File: src/rtl/rail_mask_pkg.sv
// Purpose: Shared constants and carrier types for the rail mask and load measurement register slice.
// Assumes: Register access arrives from the serial register front end on the mclk domain.
// Notes: Offsets are the printed register addresses of the serial register map.
package rail_mask_pkg;

  // Register addresses.
  localparam logic [7:0] BOOST_IRQ_MASK_ADDR = 8'h2c;
  localparam logic [7:0] MONITOR_IRQ_MASK_ADDR = 8'h2d;
  localparam logic [7:0] LOAD_MEAS_SELECT_ADDR = 8'h2e;
  localparam logic [7:0] LOAD_RESULT_HIGH_ADDR = 8'h2f;
  localparam logic [7:0] LOAD_RESULT_LOW_ADDR = 8'h30;

  // Reset values.
  localparam logic [7:0] BOOST_IRQ_MASK_RST = 8'h00;
  localparam logic [7:0] MONITOR_IRQ_MASK_RST = 8'h00;
  localparam logic [7:0] LOAD_MEAS_SELECT_RST = 8'h00;
  localparam logic [8:0] LOAD_RESULT_RST = 9'h000;

  // Field positions in the boost mask register.
  localparam int STEP_UP_PG_FALL_MASK_BIT = 3;
  localparam int STEP_UP_PG_RISE_MASK_BIT = 2;
  localparam int STEP_UP_CURLIM_MASK_BIT = 0;

  // Field positions in the monitor mask register.
  localparam int EXT_MON2_FALL_MASK_BIT = 5;
  localparam int EXT_MON2_RISE_MASK_BIT = 4;
  localparam int EXT_MON1_FALL_MASK_BIT = 3;
  localparam int EXT_MON1_RISE_MASK_BIT = 2;
  localparam int ANALOG_SUPPLY_FALL_MASK_BIT = 1;
  localparam int ANALOG_SUPPLY_RISE_MASK_BIT = 0;

  // Converter select field and result high bit position.
  localparam int SELECT_CONV_BIT = 0;
  localparam int RESULT_MSB_BIT = 8;

  // Monitored channel count and channel indices.
  localparam int NUM_CHAN = 5;
  localparam int CH_STEP_UP_PG = 0;
  localparam int CH_STEP_UP_CURLIM = 1;
  localparam int CH_ANALOG_SUPPLY = 2;
  localparam int CH_EXT_MON1 = 3;
  localparam int CH_EXT_MON2 = 4;

  // Register access request from the serial front end.
  typedef struct packed {
    logic we;
    logic re;
    logic [7:0] addr;
    logic [7:0] wdata;
  } reg_req_s;

  // Result handed back by the measurement engine.
  typedef struct packed {
    logic done;
    logic [8:0] value;
  } meas_res_s;

  // Measurement sequencer states.
  typedef enum logic {MEAS_IDLE, MEAS_BUSY} meas_state_e;

endpackage : rail_mask_pkg

File: src/rtl/rail_irq_mask_and_load_meas_regs.sv
// Purpose: Boost and monitor interrupt masks plus the load-current measurement registers.
// Assumes: Register reads and writes come from the serial front end on mclk, one cycle each.
// Notes: Flag and status registers live elsewhere; this bank drives their set pulses and levels.
// How it works
// Boost mask bit 3 set blocks the power-good-lost interrupt.
// Boost mask bit 2 set blocks the power-good-reached interrupt.
// Boost mask bit 0 set blocks the current-limit interrupt.
// Boost power-good status follows the real level whatever the masks.
// Boost current-limit status follows the live condition whatever the mask.
// Monitor mask bit 5 set blocks second monitor power-good-lost interrupt.
// Monitor mask bit 4 set blocks second monitor power-good-reached interrupt.
// Monitor mask bit 3 set blocks first monitor power-good-lost interrupt.
// Monitor mask bit 2 set blocks first monitor power-good-reached interrupt.
// Monitor mask bit 1 set blocks analog supply power-good-lost interrupt.
// Monitor mask bit 0 set blocks analog supply power-good-reached interrupt.
// Monitor masks never change monitor status bits.
// Mask defaults load from one-time-programmable memory at initialisation.
// Select low bit picks the converter; bit one is ignored.
// Every select write starts a measurement, even with an unchanged value.
// High result bit 0 is the result MSB, 20 mA per LSB.
// Low result register holds the eight low bits of the result.
// A finished measurement raises the ready interrupt unless masked.
// Both result fields update together only when a measurement completes.
`timescale 1ns/100ps
`default_nettype none
module rail_irq_mask_and_load_meas_regs (
  // Clock, reset and enable.
  input wire logic mclk,
  input wire logic rst,
  input wire logic ce,
  // Register access from the serial front end.
  input wire rail_mask_pkg::reg_req_s regReq,
  output logic [7:0] regRdata,
  output logic regHit,
  // Defaults from one-time-programmable memory.
  input wire logic otpLoad,
  input wire logic [7:0] otpBoostMask,
  input wire logic [7:0] otpMonitorMask,
  // Analog monitor levels, asynchronous to mclk.
  input wire logic stepUpPgLevel,
  input wire logic stepUpCurlimLevel,
  input wire logic analogSupplyLevel,
  input wire logic extMon1Level,
  input wire logic extMon2Level,
  // Filtered status for the status registers.
  output logic stepUpPgState,
  output logic stepUpCurlimState,
  output logic analogSupplyState,
  output logic extMon1State,
  output logic extMon2State,
  // Interrupt flag set pulses.
  output logic stepUpPgIrq,
  output logic stepUpCurlimIrq,
  output logic analogSupplyIrq,
  output logic extMon1Irq,
  output logic extMon2Irq,
  // Load-current measurement engine.
  input wire logic measReadyIrqMask,
  input wire rail_mask_pkg::meas_res_s measRes,
  output logic measStart,
  output logic measConv,
  output logic measReadyIrq
);

  typedef struct packed {
    logic [7:0] boostMask;
    logic [7:0] monitorMask;
    logic [7:0] select;
    logic [7:0] rdata;
    logic hit;
    logic startReq;
  } bank_state_s;

  bank_state_s st_r;
  bank_state_s st_nxt;
  logic [rail_mask_pkg::NUM_CHAN-1:0] levelIn;
  logic [rail_mask_pkg::NUM_CHAN-1:0] riseMask;
  logic [rail_mask_pkg::NUM_CHAN-1:0] fallMask;
  logic [rail_mask_pkg::NUM_CHAN-1:0] stateVec;
  logic [rail_mask_pkg::NUM_CHAN-1:0] irqVec;
  logic [8:0] result;

  // Channel wiring; the current limit only interrupts on onset, so its fall is always masked.
  always_comb begin
    levelIn = '0;
    riseMask = '0;
    fallMask = '0;
    levelIn[rail_mask_pkg::CH_STEP_UP_PG] = stepUpPgLevel;
    levelIn[rail_mask_pkg::CH_STEP_UP_CURLIM] = stepUpCurlimLevel;
    levelIn[rail_mask_pkg::CH_ANALOG_SUPPLY] = analogSupplyLevel;
    levelIn[rail_mask_pkg::CH_EXT_MON1] = extMon1Level;
    levelIn[rail_mask_pkg::CH_EXT_MON2] = extMon2Level;
    riseMask[rail_mask_pkg::CH_STEP_UP_PG] = st_r.boostMask[rail_mask_pkg::STEP_UP_PG_RISE_MASK_BIT];
    fallMask[rail_mask_pkg::CH_STEP_UP_PG] = st_r.boostMask[rail_mask_pkg::STEP_UP_PG_FALL_MASK_BIT];
    riseMask[rail_mask_pkg::CH_STEP_UP_CURLIM] = st_r.boostMask[rail_mask_pkg::STEP_UP_CURLIM_MASK_BIT];
    fallMask[rail_mask_pkg::CH_STEP_UP_CURLIM] = 1'b1;
    riseMask[rail_mask_pkg::CH_ANALOG_SUPPLY] = st_r.monitorMask[rail_mask_pkg::ANALOG_SUPPLY_RISE_MASK_BIT];
    fallMask[rail_mask_pkg::CH_ANALOG_SUPPLY] = st_r.monitorMask[rail_mask_pkg::ANALOG_SUPPLY_FALL_MASK_BIT];
    riseMask[rail_mask_pkg::CH_EXT_MON1] = st_r.monitorMask[rail_mask_pkg::EXT_MON1_RISE_MASK_BIT];
    fallMask[rail_mask_pkg::CH_EXT_MON1] = st_r.monitorMask[rail_mask_pkg::EXT_MON1_FALL_MASK_BIT];
    riseMask[rail_mask_pkg::CH_EXT_MON2] = st_r.monitorMask[rail_mask_pkg::EXT_MON2_RISE_MASK_BIT];
    fallMask[rail_mask_pkg::CH_EXT_MON2] = st_r.monitorMask[rail_mask_pkg::EXT_MON2_FALL_MASK_BIT];
  end

  // Edge detection and masking for all monitored channels.
  pg_edge_gate u_edge (
    .mclk(mclk),
    .rst(rst),
    .ce(ce),
    .levelIn(levelIn),
    .riseMask(riseMask),
    .fallMask(fallMask),
    .stateOut(stateVec),
    .irqPulse(irqVec)
  );

  // Measurement sequencing and result hold.
  load_meas_seq u_meas (
    .mclk(mclk),
    .rst(rst),
    .ce(ce),
    .startReq(st_r.startReq),
    .convSel(st_r.select[rail_mask_pkg::SELECT_CONV_BIT]),
    .measReadyIrqMask(measReadyIrqMask),
    .measRes(measRes),
    .measStart(measStart),
    .measConv(measConv),
    .result(result),
    .measReadyIrq(measReadyIrq)
  );

  // Register writes, OTP default load and read data.
  // OTP load wins over a host write in the same cycle, since it only happens during
  // initialisation when the host should not be talking yet.
  always_comb begin
    st_nxt = st_r;
    st_nxt.startReq = 1'b0;
    if (regReq.we) begin
      case (regReq.addr)
        rail_mask_pkg::BOOST_IRQ_MASK_ADDR: st_nxt.boostMask = regReq.wdata;
        rail_mask_pkg::MONITOR_IRQ_MASK_ADDR: st_nxt.monitorMask = regReq.wdata;
        rail_mask_pkg::LOAD_MEAS_SELECT_ADDR: begin
          st_nxt.select = regReq.wdata;
          st_nxt.startReq = 1'b1;
        end
        default: begin
          st_nxt.select = st_r.select;
        end
      endcase
    end
    if (otpLoad) begin
      st_nxt.boostMask = otpBoostMask;
      st_nxt.monitorMask = otpMonitorMask;
    end
    if (regReq.re) begin
      st_nxt.hit = 1'b1;
      case (regReq.addr)
        rail_mask_pkg::BOOST_IRQ_MASK_ADDR: st_nxt.rdata = st_r.boostMask;
        rail_mask_pkg::MONITOR_IRQ_MASK_ADDR: st_nxt.rdata = st_r.monitorMask;
        rail_mask_pkg::LOAD_MEAS_SELECT_ADDR: st_nxt.rdata = st_r.select;
        rail_mask_pkg::LOAD_RESULT_HIGH_ADDR: st_nxt.rdata = {7'h00, result[rail_mask_pkg::RESULT_MSB_BIT]};
        rail_mask_pkg::LOAD_RESULT_LOW_ADDR: st_nxt.rdata = result[7:0];
        default: begin
          st_nxt.rdata = 8'h00;
          st_nxt.hit = 1'b0;
        end
      endcase
    end
  end

  // State register; a low enable freezes everything.
  always_ff @(posedge mclk) begin
    if (rst) begin
      st_r <= '{boostMask: rail_mask_pkg::BOOST_IRQ_MASK_RST, monitorMask: rail_mask_pkg::MONITOR_IRQ_MASK_RST,
                select: rail_mask_pkg::LOAD_MEAS_SELECT_RST, rdata: 8'h00, hit: 1'b0, startReq: 1'b0};
    end else if (ce) begin
      st_r <= st_nxt;
    end
  end

  // Outputs, all from flip-flops here or in the two submodules.
  assign regRdata = st_r.rdata;
  assign regHit = st_r.hit;
  assign stepUpPgState = stateVec[rail_mask_pkg::CH_STEP_UP_PG];
  assign stepUpCurlimState = stateVec[rail_mask_pkg::CH_STEP_UP_CURLIM];
  assign analogSupplyState = stateVec[rail_mask_pkg::CH_ANALOG_SUPPLY];
  assign extMon1State = stateVec[rail_mask_pkg::CH_EXT_MON1];
  assign extMon2State = stateVec[rail_mask_pkg::CH_EXT_MON2];
  assign stepUpPgIrq = irqVec[rail_mask_pkg::CH_STEP_UP_PG];
  assign stepUpCurlimIrq = irqVec[rail_mask_pkg::CH_STEP_UP_CURLIM];
  assign analogSupplyIrq = irqVec[rail_mask_pkg::CH_ANALOG_SUPPLY];
  assign extMon1Irq = irqVec[rail_mask_pkg::CH_EXT_MON1];
  assign extMon2Irq = irqVec[rail_mask_pkg::CH_EXT_MON2];

endmodule : rail_irq_mask_and_load_meas_regs
`default_nettype wire

File: src/rtl/pg_edge_gate.sv
// Purpose: Synchronises monitor levels and turns their edges into masked interrupt pulses.
// Assumes: Monitor levels come from analog comparators outside the mclk domain.
// Notes: Status follows the filtered level regardless of masks; masks only gate the pulses.
`timescale 1ns/100ps
`default_nettype none
module pg_edge_gate (
  // Clock, reset and enable.
  input wire logic mclk,
  input wire logic rst,
  input wire logic ce,
  // Raw levels and masks, one bit per channel.
  input wire logic [rail_mask_pkg::NUM_CHAN-1:0] levelIn,
  input wire logic [rail_mask_pkg::NUM_CHAN-1:0] riseMask,
  input wire logic [rail_mask_pkg::NUM_CHAN-1:0] fallMask,
  // Filtered state and one-cycle interrupt pulses.
  output logic [rail_mask_pkg::NUM_CHAN-1:0] stateOut,
  output logic [rail_mask_pkg::NUM_CHAN-1:0] irqPulse
);

  typedef struct packed {
    logic [rail_mask_pkg::NUM_CHAN-1:0] sync1;
    logic [rail_mask_pkg::NUM_CHAN-1:0] sync2;
    logic [rail_mask_pkg::NUM_CHAN-1:0] sync3;
    logic [rail_mask_pkg::NUM_CHAN-1:0] level;
    logic [rail_mask_pkg::NUM_CHAN-1:0] primed;
    logic [rail_mask_pkg::NUM_CHAN-1:0] pulse;
    logic [2:0] fill;
  } edge_state_s;

  edge_state_s st_r;
  edge_state_s st_nxt;
  logic [rail_mask_pkg::NUM_CHAN-1:0] agree;
  logic [rail_mask_pkg::NUM_CHAN-1:0] risen;
  logic [rail_mask_pkg::NUM_CHAN-1:0] fallen;

  // Per channel: a change counts only once the second and third stages agree.
  // Agreement is ignored until real samples fill all three stages, and the first
  // one after that only primes the level, so a rail already good at reset
  // release does not fire a false rise event from the cleared stages.
  genvar gi;
  generate
    for (gi = 0; gi < rail_mask_pkg::NUM_CHAN; gi = gi + 1) begin : g_chan
      assign agree[gi] = st_r.fill[2] & (st_r.sync2[gi] == st_r.sync3[gi]);
      assign risen[gi] = agree[gi] & st_r.primed[gi] & st_r.sync3[gi] & ~st_r.level[gi];
      assign fallen[gi] = agree[gi] & st_r.primed[gi] & ~st_r.sync3[gi] & st_r.level[gi];
    end
  endgenerate

  // Next-state logic.
  always_comb begin
    st_nxt = st_r;
    st_nxt.sync1 = levelIn;
    st_nxt.sync2 = st_r.sync1;
    st_nxt.sync3 = st_r.sync2;
    st_nxt.fill = {st_r.fill[1:0], 1'b1};
    st_nxt.level = (st_r.level & ~agree) | (st_r.sync3 & agree);
    st_nxt.primed = st_r.primed | agree;
    st_nxt.pulse = (risen & ~riseMask) | (fallen & ~fallMask);
  end

  // State register; a low enable freezes everything.
  always_ff @(posedge mclk) begin
    if (rst) begin
      st_r <= '0;
    end else if (ce) begin
      st_r <= st_nxt;
    end
  end

  assign stateOut = st_r.level;
  assign irqPulse = st_r.pulse;

endmodule : pg_edge_gate
`default_nettype wire

File: src/rtl/load_meas_seq.sv
// Purpose: Sequences one load-current measurement per select write and holds the result.
// Assumes: The measurement engine answers with a one-cycle done and the nine-bit average.
// Notes: A new start while busy restarts the engine; the old result stays until done.
`timescale 1ns/100ps
`default_nettype none
module load_meas_seq (
  // Clock, reset and enable.
  input wire logic mclk,
  input wire logic rst,
  input wire logic ce,
  // Start request from the register bank.
  input wire logic startReq,
  input wire logic convSel,
  input wire logic measReadyIrqMask,
  // Measurement engine handshake.
  input wire rail_mask_pkg::meas_res_s measRes,
  output logic measStart,
  output logic measConv,
  // Held result and ready pulse.
  output logic [8:0] result,
  output logic measReadyIrq
);

  typedef struct packed {
    rail_mask_pkg::meas_state_e state;
    logic start;
    logic conv;
    logic [8:0] result;
    logic irq;
  } seq_state_s;

  seq_state_s st_r;
  seq_state_s st_nxt;

  // Start wins over a done in the same cycle, because the done belongs to
  // the measurement that the new write has just replaced. A done in the next
  // cycle, while the start is still on its way to the engine, is stale too.
  always_comb begin
    st_nxt = st_r;
    st_nxt.start = 1'b0;
    st_nxt.irq = 1'b0;
    case (st_r.state)
      rail_mask_pkg::MEAS_IDLE: begin
        if (startReq) begin
          st_nxt.state = rail_mask_pkg::MEAS_BUSY;
          st_nxt.start = 1'b1;
          st_nxt.conv = convSel;
        end
      end
      rail_mask_pkg::MEAS_BUSY: begin
        if (startReq) begin
          st_nxt.start = 1'b1;
          st_nxt.conv = convSel;
        end else if (measRes.done && !st_r.start) begin
          st_nxt.state = rail_mask_pkg::MEAS_IDLE;
          st_nxt.result = measRes.value;
          st_nxt.irq = ~measReadyIrqMask;
        end
      end
      default: begin
        st_nxt.state = rail_mask_pkg::MEAS_IDLE;
      end
    endcase
  end

  // State register; a low enable freezes everything.
  always_ff @(posedge mclk) begin
    if (rst) begin
      st_r <= '{state: rail_mask_pkg::MEAS_IDLE, start: 1'b0, conv: 1'b0,
                result: rail_mask_pkg::LOAD_RESULT_RST, irq: 1'b0};
    end else if (ce) begin
      st_r <= st_nxt;
    end
  end

  assign measStart = st_r.start;
  assign measConv = st_r.conv;
  assign result = st_r.result;
  assign measReadyIrq = st_r.irq;

endmodule : load_meas_seq
`default_nettype wire

File: config.mk
export PLATFORM = sky130hd
export DESIGN_NAME = rail_irq_mask_and_load_meas_regs
export DESIGN_NICKNAME = d
export VERILOG_FILES = /design/src/rtl/rail_mask_pkg.sv /design/src/rtl/rail_irq_mask_and_load_meas_regs.sv /design/src/rtl/pg_edge_gate.sv /design/src/rtl/load_meas_seq.sv
export SDC_FILE = /design/constraint.sdc
export NUM_CORES = 1
export LEC_CHECK = 0
export CAP_MARGIN = 30
export CORE_MARGIN = 4
export CORE_UTILIZATION = 40
export CTS_CLUSTER_DIAMETER = 100
export DETAILED_ROUTE_END_ITERATION = 7
export DONT_BUFFER_PORTS = 1
export GPL_TIMING_DRIVEN = 0
export PLACE_DENSITY = 0.64
export SLEW_MARGIN = 15
export SYNTH_ARGS = -nofsm -noshare
export SYNTH_HDL_FRONTEND = slang
export SYNTH_SLANG_ARGS = --single-unit
File: constraint.sdc
create_clock -name mclk -period 2.5 [get_ports mclk]
set_input_delay 0.375 -clock mclk [delete_from_list [all_inputs] [get_ports mclk]]
set_output_delay 0.375 -clock mclk [all_outputs]
set_load 0.05 [all_outputs]
## Word-level counts from Yosys, hierarchy flattened

Cells that the tools add are included.
W data, S select, Z words.

| word-level totals | value |
|---|---|
| input port bits | 54 |
| output and inout bits | 22 |
| word-level logic and storage cells | 112 |
| register bits after elaboration | 80 |

| cells by class | value |
|---|---|
| reductions and logical operators | 12 |
| mux-type cells | 17 |
| equality and inequality tests | 12 |
| bitwise operators | 53 |

Operator list:

| kind | count |
|---|---|
| $eq A8 B6 Y1 const B | 5 |
| $pmux W8 S5 | 1 |
| $and A1 B1 Y1 | 30 |
| $mux W24 | 1 |
| $mux W8 | 3 |
| $and A5 B5 Y5 | 4 |
| $mux W16 | 1 |
| $not A5 Y5 | 3 |
| $or A5 B5 Y5 | 3 |
| $not A1 Y1 | 13 |
| $reduce_and A3 Y1 | 4 |
| $mux W1 | 8 |
| $pmux W3 S2 | 1 |
| $reduce_bool A2 Y1 | 3 |
| $eq A1 B1 Y1 | 5 |
| $reduce_or A5 Y1 | 1 |
| $ne A2 B2 Y1 const B | 2 |
| $reduce_and A4 Y1 | 1 |
| $mux W3 | 1 |
| $mux W2 | 1 |
| $reduce_and A2 Y1 | 1 |
| $logic_and A1 B1 Y1 | 1 |
| $logic_not A1 Y1 | 1 |

## Logic depth before layout (Yosys ltp)

| logic depth | value |
|---|---|
| depth in word-level cells | 7 |
| depth in mapped cells | 6 |
| mapped depth without buffers | 4 |

## By module

Synthesis repeated with hierarchy kept, for this count alone.

| unflattened totals | value |
|---|---|
| cell total of the unflattened synthesis | 411 |
| area total of the unflattened synthesis | 3,757.4 sq um |

By module, submodules not included:

| module | times used | cells each | seq. area each (sq um) | area an instance (sq um) |
|---|---|---|---|---|
| rail_irq_mask_and_load_meas_regs | 1 | 197 | 680.7 | 1,754.2 |
| pg_edge_gate | 1 | 149 | 660.6 | 1,370.1 |
| load_meas_seq | 1 | 65 | 260.2 | 633.1 |

## Worst setup path before layout

No wires, ideal clock.

| path | value |
|---|---|
| path kind | input to register |
| from | input regReq[9] (netlist name) |
| to | register st_r (netlist bit fallMask[4]) |
| setup slack | 615 ps |
| stages on the path | 6 |
| path buffers | 2 |
| library setup time | 88 ps |
| arrival time | 1,797 ps |
| cell sequence | buf_6 or3_4 o41ai_4 buf_6 nor2_1 a311oi_2 |

| on the way | value |
|---|---|
| word-level cells in the longest chain between the ends | 3 |

Ends and longest elaborated chain:

| element | RTL line | RTL |
|---|---|---|
| start: declaration | rail_irq_mask_and_load_meas_regs.sv:32 | `input wire rail_mask_pkg::reg_req_s regReq,` |
| $eq A8 B6 Y1 | rail_irq_mask_and_load_meas_regs.sv:139 | `case (regReq.addr)` |
| $reduce_bool A2 Y1 (no source line) | - |  |
| $reduce_and A3 Y1 (no source line) | - |  |
| end signal: assignment | rail_irq_mask_and_load_meas_regs.sv:174 | `st_r <= '{boostMask: rail_mask_pkg::BOOST_IRQ_MASK_RST, monitorMask: rail_mask_pkg::MONITOR_IRQ_MASK_RST,` |
| end signal: assignment | rail_irq_mask_and_load_meas_regs.sv:177 | `st_r <= st_nxt;` |
| end: declaration | rail_irq_mask_and_load_meas_regs.sv:74 | `bank_state_s st_r;` |

No other way between the ends.
A chain may end at the register's enable or synchronous reset.

## Final worst setup path

| path | value |
|---|---|
| from | input regReq[9] (netlist name) |
| to | register st_r[24] (netlist name) |

Same word-level chain as after synthesis.

==> impl_metrics.env <==
export IMPL_clk_latency_ps=350
export IMPL_start_util_pct=41.83
export IMPL_hold_viol_final=0
export IMPL_holdBufCountCts=0
export IMPL_worstSetupPathType="in -> reg"
export IMPL_overflow=0
export IMPL_drc=0
export IMPL_gp_congestion=0.8124
export IMPL_syn_inst=389
export IMPL_p_leak_nw=1.462
export IMPL_r2r_slack_ps=810
export IMPL_area_growth_pct=9.600
export IMPL_hold_end="st_r[17]$_SDFFE_PP0P_"
export IMPL_yosys_register_bits=80
export IMPL_crit_required_ps=2770
export IMPL_io_pins=76
export IMPL_rows=33
export IMPL_layout_drive_gt1_share_pct=10.12
export IMPL_synthSimpleGateAreaFrac_pct=21.06
export IMPL_synth_top_family_by_area="simple AND/OR/NAND/NOR gates"
export IMPL_groute_usage_overall_pct=17.55
export IMPL_end_kind="flop"
export IMPL_postRouteAntennaNets=0
export IMPL_tns_ps=0
export IMPL_portBuffers=0
export IMPL_cts_max_path_buffers=2
export IMPL_drv_cap=0
export IMPL_avgSynthCellArea_sq_um=9.012
export IMPL_grt_pass1_vias=2689
export IMPL_die_area_sq_um=10330
export IMPL_cellPowerDensity_nw_per_um2=646.2
export IMPL_hold_path_depth=2
export IMPL_cts_tree="built"
export IMPL_via_per_inst=5.514
export IMPL_outcome="completed"
export IMPL_worst_pin_slew_ps=634.3
export IMPL_crit_fanout=10
export IMPL_power_mw=2.483
export IMPL_nNetsFinal=454
export IMPL_antenna_found_initial=0
export IMPL_synthMuxAreaShare_pct=12.63
export IMPL_synthXorXnorAreaFrac_pct=1.249
export IMPL_ys_flop_type="dfxtp_1"
export IMPL_post_route_util_pct=45.84
export IMPL_r2r_end="u_meas.result[8]$_SDFFE_PP0P_"
export IMPL_dp_hpwl_microns=6660
export IMPL_crit_family="compound AO/OA/AOI/OAI gates"
export IMPL_crit_chain="buf_6 > or3_4 > o41ai_4 > buf_6 > nor2_1 > a311oi_2"
export IMPL_worstPathArrival_ps=2030
export IMPL_r2r_start="u_meas.measStart$_SDFFE_PP0P_"
export IMPL_clk_pin_slew_worst_paths_ps=90
export IMPL_dieWidth_microns=101.6
export IMPL_drt_iter0_drc=127
export IMPL_skew_ps=7.827
export IMPL_max_stage_delay_ps=560
export IMPL_cp_start_kind="primary input"
export IMPL_hold_class="in -> reg"
export IMPL_finalSetupViolCount=0
export IMPL_cp_slowest_cell="o41ai_4"
export IMPL_cts_resized=0
export IMPL_synth_compound_area_share_pct=14.20
export IMPL_final_cell_mix="80 x dfxtp_1, 78 x nor2_1, 42 x mux2i_1, 42 x nand2_1, 19 x a311oi_1"
export IMPL_vias=2812
export IMPL_core_sq_um=8382
export IMPL_postSynthNetCount=443
export IMPL_die_h_microns=101.6
export IMPL_wl_microns=8793
export IMPL_synth_fa_ha_area_share_pct=0
export IMPL_htree_levels=3
export IMPL_final_common_cell="dfxtp_1"
export IMPL_cts_buffers=9
export IMPL_dr_pass1_iters=4
export IMPL_synth_warnings=0
export IMPL_wire_per_inst_microns=17.24
export IMPL_period_share_pct=70.42
export IMPL_async_reset_ff_share_pct=0
export IMPL_fin_crit_ps=1761
export IMPL_crit_buf_inv=2
export IMPL_crit_top_cell="buf_6"
export IMPL_max_slew_margin_pct=57.66
export IMPL_grt_max_degree=15
export IMPL_synth_edff_count=0
export IMPL_synth_seq_area_share_pct=45.68
export IMPL_synth_area_sq_um=3506
export IMPL_max_freq_ghz=0.5680
export IMPL_grt_setup_unrepaired="no"
export IMPL_post_cts_setup_buffers=0
export IMPL_synth_cell_types=41
export IMPL_hold_start="regReq[7]"
export IMPL_vdd_drop_max_v=0.0002594
export IMPL_r2r_cells=5
export IMPL_clock_sinks=80
export IMPL_slew_viol_final=0
export IMPL_grt_pass1_wl_microns=13980
export IMPL_n_antenna_cell=0
export IMPL_cts_root_buf="clkbuf_8"
how the worst max path moves through the flow:
stage                     startpoint                  endpoint  slack [ps]  depth (start not counted)
final                      regReq[9]     st_r[24]$_SDFFE_PP0P_         740                          6
after floorplan            regReq[9]  fallMask[4]$_SDFFE_PP0P_         620                          6
after detailed placement   regReq[9]     st_r[24]$_SDFFE_PP0P_         410                          6
after CTS                  regReq[9]     st_r[24]$_SDFFE_PP0P_         790                          6
after global routing       regReq[9]  regRdata[7]$_SDFFE_PP0P_         590                          5
after global placement     regReq[9]  fallMask[4]$_SDFFE_PP0P_         440                          6
power breakdown:
group          leakage (nW)  switching [mW]  total, mW  internal [mW]
Sequential            0.649          0.0278       1.33           1.30
Clock                 0.100           0.484      0.980          0.496
Combinational         0.712           0.108      0.171         0.0629
cells in the mapped netlist (all sizes together) (5+ instances only):
cell type | n | share of area (%)
clkbuf | 9 | 0.96
nor2 | 78 | 8.4
buf | 22 | 4.0
o21ai | 16 | 2.3
nor3b | 5 | 1.1
nand2 | 42 | 4.5
a311oi | 21 | 5.6
nor3 | 13 | 1.9
a21oi | 13 | 1.9
mux2i | 42 | 12
and4 | 5 | 1.2
dfxtp | 80 | 46
area by class of cell:
cell class,instances,area (sq um)
Multi-Input combinational cell,276,1723
Tap cell,105,131.4
Fill cell,844,4539
Clock buffer,11,141.4
Buffer,31,173.9
Clock inverter,5,63.81
Inverter,2,7.507
Sequential cell,80,1602
kinds of logic (layout without fill, tap and decap cells):
kind of cell	after synthesis	after routing
simple gates	162	162
flops	80	80
compound gates	65	65
mux	44	44
buf+inv	33	49
xor+xnor	5	5
flip-flops by register name, indices dropped and copies added, names as in the netlist, named ones only:
register	cells
regRdata	8
u_meas.measConv	1
u_meas.measStart	1
fallMask	4
u_edge.irqPulse	5
regHit	1
u_meas.st_r	1
u_meas.measReadyIrq	1
st_r	16
u_edge.st_r	11
u_meas.result	9
riseMask	5
u_edge.st_nxt	12
worst reg2reg max path, cell delays in order (launching register included):
cell	delay (ps)
dfxtp_1	490
nand3b_1	280
nor3b_1	200
buf_2	320
mux2i_1	230
nor2_1	50
per-stage QoR:
step           cells  hold WS [ps]  cell area [sq um]  setup WS (ps)
2_1_floorplan    389         426.3               3506          615.0
4_1_cts          510         156.8               3842          788.0
5_1_grt          510         166.5               3842          586.6
6_report         510         169.9               3842          739.4
3_3_place_gp     494         438.5               3637          440.1
3_5_place_dp     494         446.4               3637          410.9
routing by layer:
layer / vias up / global-route usage (%) / part of all wire [%]
met4: 0 / 6.135 / 2.0
met2: 89 / 26.96 / 45
li1: 1402 / - / -
met3: 13 / 5.579 / 8.3
met5: - / 0 / 0
met1: 1308 / 23.26 / 45
No activity file was read; power rests on OpenSTA's default activity.
